**config.mk**
```make
export PLATFORM = sky130hd
export DESIGN_NAME = cpdm_regs
export DESIGN_NICKNAME = d
export VERILOG_FILES = /design/src/verilog/cpdm_pkg.sv /design/src/verilog/cpdm_addr_decoder.sv /design/src/verilog/cpdm_regs.sv
export SDC_FILE = /design/constraint.sdc
export NUM_CORES = 1
export LEC_CHECK = 0
export BUFFER_PORTS_ARGS = -buffer_cell sky130_fd_sc_hd__buf_2
export CAP_MARGIN = 20
export CORE_UTILIZATION = 45
export DETAILED_ROUTE_END_ITERATION = 7
export GPL_TIMING_DRIVEN = 0
export PLACE_DENSITY = 0.74
export SYNTH_ARGS = -nofsm -noshare
export SYNTH_HDL_FRONTEND = slang
export SYNTH_HIERARCHICAL = 1
export SYNTH_SLANG_ARGS = --single-unit
export TNS_END_PERCENT = 100
```
**constraint.sdc**
```tcl
create_clock -name clock -period 3.1 [get_ports clock]
set_input_delay 0.465 -clock clock [delete_from_list [all_inputs] [get_ports clock]]
set_output_delay 0.465 -clock clock [all_outputs]
set_load 0.005 [all_outputs]
```
**src/verilog/cpdm_pkg.sv**
```systemverilog
// package for the configuration register slice (indices 07h..0Bh)
package cpdm_pkg;
   // register indices as seen in the configuration index register
   localparam logic [7:0] IDX_POWER_BOOT = 8'h07;
   localparam logic [7:0] IDX_DEC_LOW = 8'h08;
   localparam logic [7:0] IDX_DEC_HIGH = 8'h09;
   localparam logic [7:0] IDX_THR_IR = 8'h0A;
   localparam logic [7:0] IDX_RATE = 8'h0B;
   // reset values
   localparam logic [7:0] RST_POWER_BOOT = 8'h00;
   localparam logic [7:0] RST_DEC_LOW = 8'h00;
   localparam logic [7:0] RST_DEC_HIGH = 8'h00;
   localparam logic [7:0] RST_THR_IR = 8'h00;
   localparam logic [7:0] RST_RATE = 8'h00;
   // writable bit masks; zero bits are reserved and read as zero
   localparam logic [7:0] MASK_POWER_BOOT = 8'hF3;
   localparam logic [7:0] MASK_DEC_LOW = 8'hF0;
   localparam logic [7:0] MASK_DEC_HIGH = 8'hC7;
   localparam logic [7:0] MASK_THR_IR = 8'hCF;
   localparam logic [7:0] MASK_RATE = 8'hFF;
   // field positions
   localparam int POS_BOOT = 0;
   localparam int POS_APD_PAR = 4;
   localparam int POS_APD_SER2 = 5;
   localparam int POS_APD_SER1 = 6;
   localparam int POS_APD_FLOPPY = 7;
   localparam int POS_MODE_LO = 6;
   localparam int POS_ROUTE_LO = 6;
   // decoder modes
   localparam logic [1:0] DEC_OFF = 2'h0;
   localparam logic [1:0] DEC_BYTE1 = 2'h1;
   localparam logic [1:0] DEC_BLOCK8 = 2'h2;
   localparam logic [1:0] DEC_BLOCK16 = 2'h3;
   // infrared routes
   localparam logic [1:0] IR_PRIMARY = 2'h0;
   localparam logic [1:0] IR_SECONDARY = 2'h1;
   localparam logic [1:0] IR_RESERVED = 2'h2;
   localparam logic [1:0] IR_OFF = 2'h3;

   // host configuration-port access
   typedef struct packed {
      logic cfg_state;
      logic [7:0] index;
      logic wr;
      logic rd;
      logic [7:0] wdata;
   } cpdm_cfg_req_type;

   // infrared pin group toward the pads
   typedef struct packed {
      logic tx_primary;
      logic tx_primary_oe_n;
      logic tx_secondary;
      logic tx_secondary_oe_n;
      logic rx_active;
   } cpdm_ir_pins_type;
endpackage

```
**src/verilog/cpdm_addr_decoder.sv**
```systemverilog
// general-purpose address decoder with 1/8/16 byte block modes
`timescale 1ns/1ps
module cpdm_addr_decoder (
   input wire logic clock,
   input wire logic rst_n,
   input wire logic [1:0] mode,
   input wire logic [6:0] match,
   input wire logic [10:0] host_addr,
   input wire logic host_select_n,
   output logic hit_q
);
   logic low_ok;

   // low-nibble qualification per block mode
   always_comb begin
      case (mode)
         cpdm_pkg::DEC_BYTE1: low_ok = (host_addr[3:0] == 4'h0);
         cpdm_pkg::DEC_BLOCK8: low_ok = ~host_addr[3];
         cpdm_pkg::DEC_BLOCK16: low_ok = 1'b1;
         default: low_ok = 1'b0; // disabled
      endcase
   end

   // registered so the top output comes straight from a flop
   always_ff @(posedge clock or negedge rst_n) begin
      if (!rst_n) begin
         hit_q <= 1'b0;
      end else begin
         hit_q <= low_ok && (host_addr[10:4] == match) && !host_select_n;
      end
   end
endmodule // cpdm_addr_decoder

```
**src/verilog/cpdm_regs.sv**
```systemverilog
// configuration registers 07h..0Bh: power-down, boot, decoder, threshold, ir mux, rates
`timescale 1ns/1ps

// What this block does
// - registers are read and written only in configuration state with the index at 07h..0Bh.
// - all five registers load 00h at reset.
// - boot select 0 picks drive A and 1 picks drive B.
// - bits 7..4 of the power/boot register enable auto power-down of floppy, serial 1, serial 2, parallel.
// - the auto power-down enables clear on power-on or hardware reset.
// - reserved bits ignore writes and read as zero.
// - low-address bits 7:4 hold the decoder match for host address 7:4.
// - high-address bits 2:0 hold the decoder match for host address 10:8.
// - the decoder mode picks off, single byte, 8-byte or 16-byte blocks.
// - the decoder output needs the host chip select low.
// - threshold bits 3:0 give the ECP FIFO threshold.
// - the infrared route picks primary, secondary, reserved, or both transmitters off.
// - the infrared route clears on power-on or hardware reset.
// - the rate register holds a 2-bit table select per floppy drive.
module cpdm_regs #(
   parameter int DRIVES = 4
) (
   input wire logic clock,
   input wire logic rst_n,
   input wire logic hw_reset,
   input wire cpdm_pkg::cpdm_cfg_req_type cfg_req,
   output logic [7:0] rdata_q,
   output logic rdata_valid_q,
   input wire logic [10:0] host_addr,
   input wire logic host_select_n,
   output logic general_addr_decoder_q,
   output logic boot_drive_b_q,
   output logic apd_parallel_q,
   output logic apd_serial2_q,
   output logic apd_serial1_q,
   output logic apd_floppy_q,
   output logic [3:0] ecp_threshold_q,
   input wire logic ir_device_tx,
   input wire logic ir_receive_primary,
   input wire logic ir_receive_secondary,
   output cpdm_pkg::cpdm_ir_pins_type ir_pins_q,
   output logic [2*DRIVES-1:0] rate_table_sel_q
);
   logic [7:0] power_down_boot_select_q;
   logic [7:0] decoder_low_address_q;
   logic [7:0] decoder_high_address_mode_q;
   logic [7:0] fifo_threshold_ir_route_q;
   logic [7:0] drive_rate_table_select_q;
   logic cfg_wr;
   logic cfg_rd;
   logic [7:0] rd_mux;
   logic [1:0] ir_route;

   // accesses only count while in configuration state
   assign cfg_wr = cfg_req.cfg_state && cfg_req.wr;
   assign cfg_rd = cfg_req.cfg_state && cfg_req.rd;

   // power/boot register; hardware reset also clears it since it acts like a second reset
   always_ff @(posedge clock or negedge rst_n) begin
      if (!rst_n) begin
         power_down_boot_select_q <= cpdm_pkg::RST_POWER_BOOT;
      end else if (hw_reset) begin
         power_down_boot_select_q <= cpdm_pkg::RST_POWER_BOOT;
      end else if (cfg_wr && cfg_req.index == cpdm_pkg::IDX_POWER_BOOT) begin
         power_down_boot_select_q <= cfg_req.wdata & cpdm_pkg::MASK_POWER_BOOT;
      end
   end

   // decoder address registers
   always_ff @(posedge clock or negedge rst_n) begin
      if (!rst_n) begin
         decoder_low_address_q <= cpdm_pkg::RST_DEC_LOW;
         decoder_high_address_mode_q <= cpdm_pkg::RST_DEC_HIGH;
      end else if (hw_reset) begin
         decoder_low_address_q <= cpdm_pkg::RST_DEC_LOW;
         decoder_high_address_mode_q <= cpdm_pkg::RST_DEC_HIGH;
      end else if (cfg_wr) begin
         if (cfg_req.index == cpdm_pkg::IDX_DEC_LOW) begin
            decoder_low_address_q <= cfg_req.wdata & cpdm_pkg::MASK_DEC_LOW;
         end
         if (cfg_req.index == cpdm_pkg::IDX_DEC_HIGH) begin
            decoder_high_address_mode_q <= cfg_req.wdata & cpdm_pkg::MASK_DEC_HIGH;
         end
      end
   end

   // threshold / ir route register
   always_ff @(posedge clock or negedge rst_n) begin
      if (!rst_n) begin
         fifo_threshold_ir_route_q <= cpdm_pkg::RST_THR_IR;
      end else if (hw_reset) begin
         fifo_threshold_ir_route_q <= cpdm_pkg::RST_THR_IR;
      end else if (cfg_wr && cfg_req.index == cpdm_pkg::IDX_THR_IR) begin
         fifo_threshold_ir_route_q <= cfg_req.wdata & cpdm_pkg::MASK_THR_IR;
      end
   end

   // drive-rate register
   always_ff @(posedge clock or negedge rst_n) begin
      if (!rst_n) begin
         drive_rate_table_select_q <= cpdm_pkg::RST_RATE;
      end else if (hw_reset) begin
         drive_rate_table_select_q <= cpdm_pkg::RST_RATE;
      end else if (cfg_wr && cfg_req.index == cpdm_pkg::IDX_RATE) begin
         drive_rate_table_select_q <= cfg_req.wdata & cpdm_pkg::MASK_RATE;
      end
   end

   // read mux; other indices belong to neighbouring banks and read zero here
   always_comb begin
      case (cfg_req.index)
         cpdm_pkg::IDX_POWER_BOOT: rd_mux = power_down_boot_select_q;
         cpdm_pkg::IDX_DEC_LOW: rd_mux = decoder_low_address_q;
         cpdm_pkg::IDX_DEC_HIGH: rd_mux = decoder_high_address_mode_q;
         cpdm_pkg::IDX_THR_IR: rd_mux = fifo_threshold_ir_route_q;
         cpdm_pkg::IDX_RATE: rd_mux = drive_rate_table_select_q;
         default: rd_mux = 8'h00;
      endcase
   end

   // read data answers one cycle after the read strobe
   always_ff @(posedge clock or negedge rst_n) begin
      if (!rst_n) begin
         rdata_q <= 8'h00;
         rdata_valid_q <= 1'b0;
      end else begin
         rdata_q <= cfg_rd ? rd_mux : 8'h00;
         rdata_valid_q <= cfg_rd && (cfg_req.index >= cpdm_pkg::IDX_POWER_BOOT)
            && (cfg_req.index <= cpdm_pkg::IDX_RATE);
      end
   end

   // field outputs to the functional units
   always_ff @(posedge clock or negedge rst_n) begin
      if (!rst_n) begin
         boot_drive_b_q <= 1'b0;
         apd_parallel_q <= 1'b0;
         apd_serial2_q <= 1'b0;
         apd_serial1_q <= 1'b0;
         apd_floppy_q <= 1'b0;
         ecp_threshold_q <= 4'h0;
      end else begin
         boot_drive_b_q <= power_down_boot_select_q[cpdm_pkg::POS_BOOT];
         apd_parallel_q <= power_down_boot_select_q[cpdm_pkg::POS_APD_PAR];
         apd_serial2_q <= power_down_boot_select_q[cpdm_pkg::POS_APD_SER2];
         apd_serial1_q <= power_down_boot_select_q[cpdm_pkg::POS_APD_SER1];
         apd_floppy_q <= power_down_boot_select_q[cpdm_pkg::POS_APD_FLOPPY];
         ecp_threshold_q <= fifo_threshold_ir_route_q[3:0];
      end
   end

   // per-drive rate selects, two bits each
   genvar g;
   generate
      for (g = 0; g < DRIVES; g++) begin : g_rate
         always_ff @(posedge clock or negedge rst_n) begin
            if (!rst_n) begin
               rate_table_sel_q[2*g+1:2*g] <= 2'h0;
            end else begin
               rate_table_sel_q[2*g+1:2*g] <= drive_rate_table_select_q[2*g+1:2*g];
            end
         end
      end
   endgenerate

   assign ir_route = fifo_threshold_ir_route_q[cpdm_pkg::POS_ROUTE_LO+1:cpdm_pkg::POS_ROUTE_LO];

   // ir pin mux; reserved code parks both transmitters idle but driven, a safe choice
   always_ff @(posedge clock or negedge rst_n) begin
      if (!rst_n) begin
         ir_pins_q <= '{1'b0, 1'b0, 1'b0, 1'b1, 1'b0};
      end else begin
         case (ir_route)
            cpdm_pkg::IR_PRIMARY: begin
               ir_pins_q <= '{ir_device_tx, 1'b0, 1'b0, 1'b1, ir_receive_primary};
            end
            cpdm_pkg::IR_SECONDARY: begin
               ir_pins_q <= '{1'b0, 1'b1, ir_device_tx, 1'b0, ir_receive_secondary};
            end
            cpdm_pkg::IR_OFF: begin
               ir_pins_q <= '{1'b0, 1'b1, 1'b0, 1'b1, 1'b0}; // both high impedance
            end
            default: begin
               ir_pins_q <= '{1'b0, 1'b0, 1'b0, 1'b0, 1'b0};
            end
         endcase
      end
   end

   // general-purpose decoder
   cpdm_addr_decoder u_dec (
      .clock(clock),
      .rst_n(rst_n),
      .mode(decoder_high_address_mode_q[cpdm_pkg::POS_MODE_LO+1:cpdm_pkg::POS_MODE_LO]),
      .match({decoder_high_address_mode_q[2:0], decoder_low_address_q[7:4]}),
      .host_addr(host_addr),
      .host_select_n(host_select_n),
      .hit_q(general_addr_decoder_q)
   );
endmodule // cpdm_regs

```
==> impl_metrics.prom, run 1 <==
# TYPE chip_impl_metric gauge
chip_impl_info{name="run_status",value="complete, no violations"} 1
chip_impl_info{name="rsz_0062_raised_after_global_routing",value="false"} 1
chip_impl_metric{name="finalCriticalPeriod",unit="ns"} 1.800
chip_impl_metric{name="fin_cells",unit=""} 354
chip_impl_metric{name="ys.warnings.count",unit=""} 6
chip_impl_metric{name="fmax",unit="MHz"} 555.7
chip_impl_metric{name="layout.cell_area.non_filler",unit="um^2"} 3191
chip_impl_info{name="critical_path_class",value="in2reg"} 1
chip_impl_metric{name="met1_length",unit="um"} 2401
chip_impl_info{name="worst_r2r_endpoint",value="u_dec/hit_q$_DFF_PN0_"} 1
chip_impl_metric{name="globalplace.congestion",unit=""} 0.8442
chip_impl_metric{name="final.setup.worst_slack",unit="ns"} 1.300
chip_impl_info{name="synth.area.top_cells",value="sky130_fd_sc_hd__dfrtp_1 58%, sky130_fd_sc_hd__mux2_2 7.0%, sky130_fd_sc_hd__mux2i_1 6.2%"} 1
chip_impl_info{name="commonest_register_cell_after_synthesis",value="sky130_fd_sc_hd__dfrtp_1"} 1
chip_impl_info{name="holdCritPathClass",value="in2async"} 1
chip_impl_metric{name="die_w",unit="um"} 77.79
chip_impl_metric{name="post-route-drc-count",unit=""} 0
chip_impl_metric{name="ctsResizeCount",unit=""} 0
chip_impl_metric{name="grt_max_degree",unit=""} 33
chip_impl_metric{name="power_density_cells",unit="nW/um^2"} 494.2
chip_impl_metric{name="power.ir.vdd_worst",unit="mV"} 0.2707
chip_impl_metric{name="global_route.overflow_total",unit=""} 0
chip_impl_metric{name="clk_path_buf_depth",unit=""} 2
chip_impl_metric{name="post_synth_edffs",unit=""} 0
chip_impl_info{name="cp-start-kind",value="input port"} 1
chip_impl_metric{name="met2_length",unit="um"} 2764
chip_impl_metric{name="initial_standard_cell_utilization_of_the_core",unit=""} 0.4694
chip_impl_metric{name="syn-mean-instance-area",unit="um^2"} 12.86
chip_impl_metric{name="number_of_global_route_vias_before_repair",unit=""} 1869
chip_impl_metric{name="antenna_left",unit=""} 0
chip_impl_metric{name="setup_total_neg_slack",unit="ns"} 0
chip_impl_metric{name="synth_cell_type_count",unit=""} 37
chip_impl_metric{name="die_area",unit="um^2"} 6051
chip_impl_metric{name="r2r_setup_slk",unit="ns"} 1.93
chip_impl_info{name="critical_path.endpoint_type",value="register"} 1
chip_impl_info{name="route.top_layer_used",value="met4"} 1
chip_impl_metric{name="critical_path_peak_fanout",unit=""} 10
chip_impl_metric{name="worst_rel_slew_slack",unit=""} 0.5381
chip_impl_metric{name="clkSlewWorstSetupHoldPaths",unit="ns"} 0.06
chip_impl_info{name="cts_root_buf",value="sky130_fd_sc_hd__clkbuf_8"} 1
chip_impl_metric{name="timing.final.max_slew_violations",unit=""} 0
chip_impl_metric{name="synth_sequential_area_ratio",unit=""} 0.5910
chip_impl_metric{name="detail_route.wl_per_cell",unit="um"} 15.66
chip_impl_metric{name="setup_viol",unit=""} 0
chip_impl_metric{name="floorplan.core_area",unit="um^2"} 5507
chip_impl_metric{name="synth_top_area_frac",unit=""} 0.5808
chip_impl_metric{name="cts.repair_timing.setup_buffer_count",unit=""} 0
chip_impl_info{name="yosys.area.top_type",value="sky130_fd_sc_hd__dfrtp_1"} 1
chip_impl_metric{name="timing.reg2reg.worst_path_depth",unit=""} 3
chip_impl_info{name="r2r_start",value="decoder_low_address_q[5]$_DFFE_PN0P_"} 1
chip_impl_metric{name="cts_sinks",unit=""} 61
chip_impl_metric{name="total_inserted_antenna_cells",unit=""} 0
chip_impl_metric{name="synthesis.nets",unit=""} 242
chip_impl_metric{name="placed_cell_area",unit="um^2"} 3025
chip_impl_metric{name="report.final.hold_viol_count",unit=""} 0
chip_impl_metric{name="worstSkewPairLatency",unit="ns"} 0.34
chip_impl_metric{name="fin_skew",unit="ns"} 0.004065
chip_impl_metric{name="grt_usage",unit=""} 0.2067
chip_impl_metric{name="dp.final_hpwl",unit="um"} 4062
chip_impl_metric{name="cap_viol_max_count",unit=""} 0
chip_impl_metric{name="layout_worst_path_cycle_share",unit=""} 0.5805
chip_impl_metric{name="post_route_cells_drive_above_1_share",unit=""} 0.3901
chip_impl_metric{name="drt_first_iter_violations",unit=""} 112
chip_impl_metric{name="std_cell_rows",unit=""} 27
chip_impl_metric{name="routed-wl-met3",unit="um"} 236
chip_impl_metric{name="total_leakage_power",unit="nW"} 1.695
chip_impl_metric{name="die_h",unit="um"} 77.79
chip_impl_metric{name="routed_wl",unit="um"} 5543
chip_impl_metric{name="whs",unit="ns"} 0.1595
chip_impl_metric{name="postLayoutCoreUtil",unit=""} 0.5794
chip_impl_metric{name="place_inst",unit=""} 340
chip_impl_metric{name="design.final.nets",unit=""} 320
chip_impl_metric{name="ioPinCount",unit=""} 69
chip_impl_metric{name="tritoncts.num_buffers",unit=""} 9
chip_impl_metric{name="viasPerCell",unit=""} 5.150
chip_impl_metric{name="fin_total_pwr",unit="mW"} 1.577
chip_impl_metric{name="area_growth",unit="%"} 23.43
chip_impl_metric{name="cts_hold_buf",unit=""} 0
chip_impl_metric{name="wire_length_of_the_first_global_routing_pass",unit="um"} 9025
chip_impl_metric{name="vias",unit=""} 1823
chip_impl_metric{name="tightest_slew",unit="ns"} 0.6929
chip_impl_metric{name="io_buffer_count",unit=""} 66
chip_impl_metric{name="htreeDepth",unit=""} 3
chip_impl_metric{name="dpl_worst_slack",unit="ns"} 0.9785
chip_impl_metric{name="first_drt_pass_iteration_count",unit=""} 4
chip_impl_metric{name="synth-seq-cells",unit=""} 61
chip_impl_metric{name="arrival",unit="ns"} 2.02
chip_impl_metric{name="synthCells",unit=""} 201
chip_impl_metric{name="cell_area_after_synthesis",unit="um^2"} 2585
chip_impl_metric{name="synthArstFlopShare",unit=""} 1.000
chip_impl_metric{name="grt_antenna_before_repair",unit=""} 0
chip_impl_info{name="cts_tree",value="done"} 1
chip_impl_metric{name="crit_required",unit="ns"} 3.32
Yosys cell counts, drive strengths merged (5+ instances only):
master / n
a21oi: 9
nand4: 7
inv: 6
mux2i: 16
nor2: 21
mux2: 16
nand3: 5
a32oi: 5
dfrtp: 60
xnor2: 7
nand2: 5
nor2b: 9
flip-flops by register name, indices dropped and copies added, names as in the netlist:
name                         cells
apd_serial2_q                    1
boot_drive_b_q                   1
rdata_valid_q                    1
apd_serial1_q                    1
power_down_boot_select_q         6
decoder_high_address_mode_q      5
rdata_q                          8
apd_parallel_q                   1
rate_table_sel_q                 8
drive_rate_table_select_q        8
apd_floppy_q                     1
ir_pins_q                        5
fifo_threshold_ir_route_q        6
u_dec/hit_q                      1
ecp_threshold_q                  4
decoder_low_address_q            4
routing by layer:
| metal | up-vias | GRT usage |
|---|---|---|
| li1 | 864 | - |
| met1 | 896 | 0.2558 |
| met2 | 53 | 0.3363 |
| met3 | 10 | 0.03412 |
| met4 | 0 | 0.1302 |
| met5 | - | 0 |
worst max-delay path by stage:
stage | from | endpoint | slack (ns)
finish | cfg_req[17] | drive_rate_table_select_q[5]$_DFFE_PN0P_ | 1.30
global route | cfg_req[17] | drive_rate_table_select_q[0]$_DFFE_PN0P_ | 1.20
CTS | cfg_req[17] | drive_rate_table_select_q[5]$_DFFE_PN0P_ | 1.32
detailed placement | cfg_req[17] | drive_rate_table_select_q[5]$_DFFE_PN0P_ | 0.98
global placement | cfg_req[17] | drive_rate_table_select_q[7]$_DFFE_PN0P_ | 0.99
floorplan | cfg_req[10] | drive_rate_table_select_q[0]$_DFFE_PN0P_ | 1.36
power breakdown:
group	leakage [nW]	switching, mW	internal (mW)	total (mW)
Sequential	0.816	0.0156	0.828	0.844
Combinational	0.791	0.0743	0.0605	0.135
Clock	0.0881	0.276	0.322	0.598
Total	1.70	0.366	1.21	1.58
cell usage in the layout (no fill, tap or decap), drive strengths merged:
cell type  Yosys  final
a22o           1      1
a22oi          3      3
nand3          5      5
xnor2          7      7
a32oi          5      5
nor2          21     21
a41oi          1      1
dfrtp         60     60
o21ai          2      2
a21oi          9      9
and2           3      3
nand2          5      5
nor2b          9      9
mux2i         16     16
nand4b         1      1
clkinv         0      2
nand2b         3      3
or4            1      1
inv            6      6
clkbuf         4     16
buf            4     71
dfstp          1      1
and3b          1      1
ha             4      4
mux2          16     16
nand4          7      7
o211ai         1      1
nor4           4      4
o2bb2ai        1      1
layout make-up:
| type | count | area [um^2] |
|---|---|---|
| Multi-Input combinational cell | 126 | 998.5 |
| Inverter | 6 | 22.52 |
| Sequential cell | 61 | 1528 |
| Buffer | 8 | 36.28 |
| Clock inverter | 2 | 10.01 |
| Tap cell | 72 | 90.09 |
| Timing Repair Buffer | 67 | 350.3 |
| Clock buffer | 12 | 155.1 |
| Fill cell | 464 | 2316 |
worst max-delay path: stages:
cell	delay (ns)
sky130_fd_sc_hd__buf_2	0.12
sky130_fd_sc_hd__nor4_4	0.53
sky130_fd_sc_hd__a41oi_2	0.48
sky130_fd_sc_hd__mux2_2	0.42
cells by family after synthesis:
family                     synth area share
DFF                                  0.5910
muxes                                0.1317
adders and majority gates           0.01936
buffers and inverters               0.02275
xor gates and xnor gates            0.02372
and+or+nand+nor                      0.1442
AOI/OAI and AO/OA                   0.06728
(Power assumes the default switching activity.)
==> run 2: changes to the inputs <==
--- a/config.mk
+++ b/config.mk
@@ -10,7 +10,7 @@
 export CORE_UTILIZATION = 45
 export DETAILED_ROUTE_END_ITERATION = 7
 export GPL_TIMING_DRIVEN = 0
-export PLACE_DENSITY = 0.74
+export PLACE_DENSITY = 0.77
 export SYNTH_ARGS = -nofsm -noshare
 export SYNTH_HDL_FRONTEND = slang
 export SYNTH_HIERARCHICAL = 1
==> constraint.sdc (replaced) <==
create_clock -name clock -period 1.6 [get_ports clock]
set_input_delay 0.24 -clock clock [delete_from_list [all_inputs] [get_ports clock]]
set_output_delay 0.24 -clock clock [all_outputs]
set_load 0.005 [all_outputs]
==> run 2 against run 1 <==
Effect of this change:
- sequential share of layout area shrank 0.41 points
- wire length is 1.4% higher
- flip-flop and latch count stayed put
- register-to-register slack worse by 1.5 ns
- clock-buffer cell count grew 3
- setup slack worse by 1.2 ns
- largest power group unchanged
==> impl_metrics.prom, run 2 (synthesized netlist as in run 1, its figures left out) <==
# TYPE chip_impl_metric gauge
chip_impl_info{name="run_status",value="complete, no violations"} 1
chip_impl_metric{name="htreeDepth",unit=""} 3
chip_impl_metric{name="critical_path_peak_fanout",unit=""} 7
chip_impl_info{name="r2r_start",value="fifo_threshold_ir_route_q[7]$_DFFE_PN0P_"} 1
chip_impl_metric{name="viasPerCell",unit=""} 5.176
chip_impl_info{name="endpoint_with_the_worst_hold_slack",value="ir_pins_q[4]$_DFF_PN0_"} 1
chip_impl_metric{name="power_density_cells",unit="nW/um^2"} 961.1
chip_impl_metric{name="final.setup.worst_slack",unit="ns"} 0.09186
chip_impl_metric{name="wire_length_of_the_first_global_routing_pass",unit="um"} 8852
chip_impl_info{name="rsz_0062_raised_after_global_routing",value="false"} 1
chip_impl_metric{name="grt_max_degree",unit=""} 33
chip_impl_metric{name="die_w",unit="um"} 77.79
chip_impl_metric{name="cts_sinks",unit=""} 61
chip_impl_metric{name="timing.reg2reg.worst_path_depth",unit=""} 4
chip_impl_metric{name="finalCriticalPeriod",unit="ns"} 1.508
chip_impl_metric{name="floorplan.core_area",unit="um^2"} 5507
chip_impl_metric{name="sequential_share_of_power",unit=""} 0.529
chip_impl_info{name="cts_root_buf",value="sky130_fd_sc_hd__clkbuf_8"} 1
chip_impl_metric{name="detail_route.wl_per_cell",unit="um"} 15.75
chip_impl_metric{name="worst_rel_slew_slack",unit=""} 0.5178
chip_impl_metric{name="tightest_slew",unit="ns"} 0.7233
chip_impl_info{name="min-delay-start",value="ir_device_tx"} 1
chip_impl_metric{name="global_route.overflow_total",unit=""} 0
chip_impl_metric{name="power.share.switching",unit=""} 0.2332
chip_impl_metric{name="clockPowerShare",unit=""} 0.384
chip_impl_metric{name="post-route-drc-count",unit=""} 0
chip_impl_info{name="holdCritPathClass",value="in2reg"} 1
chip_impl_metric{name="globalplace.congestion",unit=""} 0.7947
chip_impl_metric{name="grt_antenna_before_repair",unit=""} 0
chip_impl_metric{name="cellInternalPower",unit="mW"} 2.372
chip_impl_info{name="reg_top3",value="drive_rate_table_select_q x8, rate_table_sel_q x8, rdata_q x8"} 1
chip_impl_info{name="cts_tree",value="done"} 1
chip_impl_metric{name="worstSkewPairLatency",unit="ns"} 0.33
chip_impl_metric{name="ioPinCount",unit=""} 69
chip_impl_metric{name="cap_viol_max_count",unit=""} 0
chip_impl_metric{name="fin_skew",unit="ns"} 0.005275
chip_impl_metric{name="cts.repair_timing.setup_buffer_count",unit=""} 0
chip_impl_metric{name="tritoncts.num_buffers",unit=""} 9
chip_impl_info{name="worst_r2r_endpoint",value="rdata_q[7]$_DFF_PN0_"} 1
chip_impl_metric{name="area_growth",unit="%"} 24.49
chip_impl_metric{name="initial_standard_cell_utilization_of_the_core",unit=""} 0.4694
chip_impl_info{name="layout_commonest_cell",value="sky130_fd_sc_hd__buf_2"} 1
chip_impl_metric{name="total_inserted_antenna_cells",unit=""} 0
chip_impl_metric{name="comb_power_share",unit=""} 0.087
chip_impl_metric{name="r2r_setup_slk",unit="ns"} 0.43
chip_impl_metric{name="die_h",unit="um"} 77.79
chip_impl_metric{name="whs",unit="ns"} 0.1334
chip_impl_metric{name="fmax",unit="MHz"} 663.1
chip_impl_metric{name="clkSlewWorstSetupHoldPaths",unit="ns"} 0.06
chip_impl_metric{name="dpl_worst_slack",unit="ns"} -0.3215
chip_impl_metric{name="fin_total_pwr",unit="mW"} 3.093
chip_impl_info{name="critical_path.endpoint_type",value="register"} 1
chip_impl_metric{name="antenna_left",unit=""} 0
chip_impl_metric{name="total_leakage_power",unit="nW"} 1.700
chip_impl_metric{name="report.final.hold_viol_count",unit=""} 0
chip_impl_metric{name="grt_usage",unit=""} 0.1993
chip_impl_metric{name="net-switching-power",unit="uW"} 721.2
chip_impl_metric{name="timing.final.max_slew_violations",unit=""} 0
chip_impl_metric{name="worstHoldPathCells",unit=""} 2
chip_impl_metric{name="design.final.nets",unit=""} 321
chip_impl_info{name="critical_path_class",value="in2reg"} 1
chip_impl_metric{name="io_buffer_count",unit=""} 66
chip_impl_info{name="cp-start-kind",value="input port"} 1
chip_impl_info{name="most_frequent_cells_in_the_layout",value="68 x sky130_fd_sc_hd__buf_2, 60 x sky130_fd_sc_hd__dfrtp_1, 19 x sky130_fd_sc_hd__nor2_1"} 1
chip_impl_metric{name="arrival",unit="ns"} 1.71
chip_impl_metric{name="die_area",unit="um^2"} 6051
chip_impl_metric{name="dp.final_hpwl",unit="um"} 3969
chip_impl_metric{name="routed_wl",unit="um"} 5621
chip_impl_metric{name="drt_first_iter_violations",unit=""} 93
chip_impl_metric{name="vias",unit=""} 1848
chip_impl_metric{name="crit_required",unit="ns"} 1.80
chip_impl_metric{name="power.ir.vdd_worst",unit="mV"} 0.5463
chip_impl_metric{name="clk_path_buf_depth",unit=""} 2
chip_impl_metric{name="layout_worst_path_cycle_share",unit=""} 0.9426
chip_impl_metric{name="std_cell_rows",unit=""} 27
chip_impl_metric{name="post_route_cells_drive_above_1_share",unit=""} 0.3825
chip_impl_metric{name="first_drt_pass_iteration_count",unit=""} 5
chip_impl_metric{name="number_of_global_route_vias_before_repair",unit=""} 1756
chip_impl_metric{name="setup_viol",unit=""} 0
run 2: worst max-delay path: stages:
cell and delay [ns]:
sky130_fd_sc_hd__buf_2 0.12, sky130_fd_sc_hd__nor4_4 0.58, sky130_fd_sc_hd__nand4_2 0.44, sky130_fd_sc_hd__mux2i_1 0.27
sky130_fd_sc_hd__nor2_1 0.05
run 2: cell type report:
cell class / count / area (um^2)
Clock inverter: 1 / 5.005
Sequential cell: 61 / 1528
Tap cell: 72 / 90.09
Timing Repair Buffer: 68 / 360.3
Clock buffer: 15 / 166.4
Buffer: 8 / 36.28
Fill cell: 458 / 2288
Inverter: 6 / 22.52
Multi-Input combinational cell: 126 / 1010
run 2: worst max-delay path by stage:
stage / startpoint / endpoint / slack (ns) / cells past startpoint
after CTS: cfg_req[17] / drive_rate_table_select_q[7]$_DFFE_PN0P_ / 0.03 / 4
after detailed placement: cfg_req[17] / drive_rate_table_select_q[7]$_DFFE_PN0P_ / -0.32 / 4
final: cfg_req[17] / fifo_threshold_ir_route_q[1]$_DFFE_PN0P_ / 0.09 / 5
after floorplan: cfg_req[10] / drive_rate_table_select_q[0]$_DFFE_PN0P_ / 0.08 / 5
after global routing: cfg_req[17] / fifo_threshold_ir_route_q[1]$_DFFE_PN0P_ / 0.02 / 5
after global placement: cfg_req[17] / drive_rate_table_select_q[0]$_DFFE_PN0P_ / -0.29 / 4
run 2: stage by stage:
| stage | util | cells | cell area (um^2) | TNS (ns) |
|---|---|---|---|---|
| CTS | 0.5824 | 357 | 3207 | 0 |
| global placement | 0.5458 | 339 | 3005 | -4.710 |
| detailed placement | 0.5494 | 340 | 3025 | -5.866 |
| finish | 0.5844 | 357 | 3218 | 0 |
| floorplan | - | 201 | 2585 | 0 |
| global route | 0.5844 | 357 | 3218 | 0 |
run 2: per-layer routing:
metal | global-route usage | wire length [um]
met1 | 0.2571 | 2493
met2 | 0.3106 | 2705
met3 | 0.03412 | 283
met4 | 0.1264 | 138
met5 | 0 | 0
run 2: what timing repair did:
action / in CTS / in global routing
hold buffers: 1 / 0
endpoints found under the hold margin: 30 / 0
resized for setup: 0 / 1
endpoints found under the setup margin: 0 / 6
run 2: power by group through the flow:
stage / clock network [mW] / registers (mW) / logic, mW
floorplan: 0 / 1.66 / 0.108
global placement: 0 / 1.66 / 0.254
detailed placement: 0 / 1.66 / 0.266
CTS: 1.22 / 1.64 / 0.268
global route: 1.29 / 1.64 / 0.296
finish: 1.19 / 1.64 / 0.269
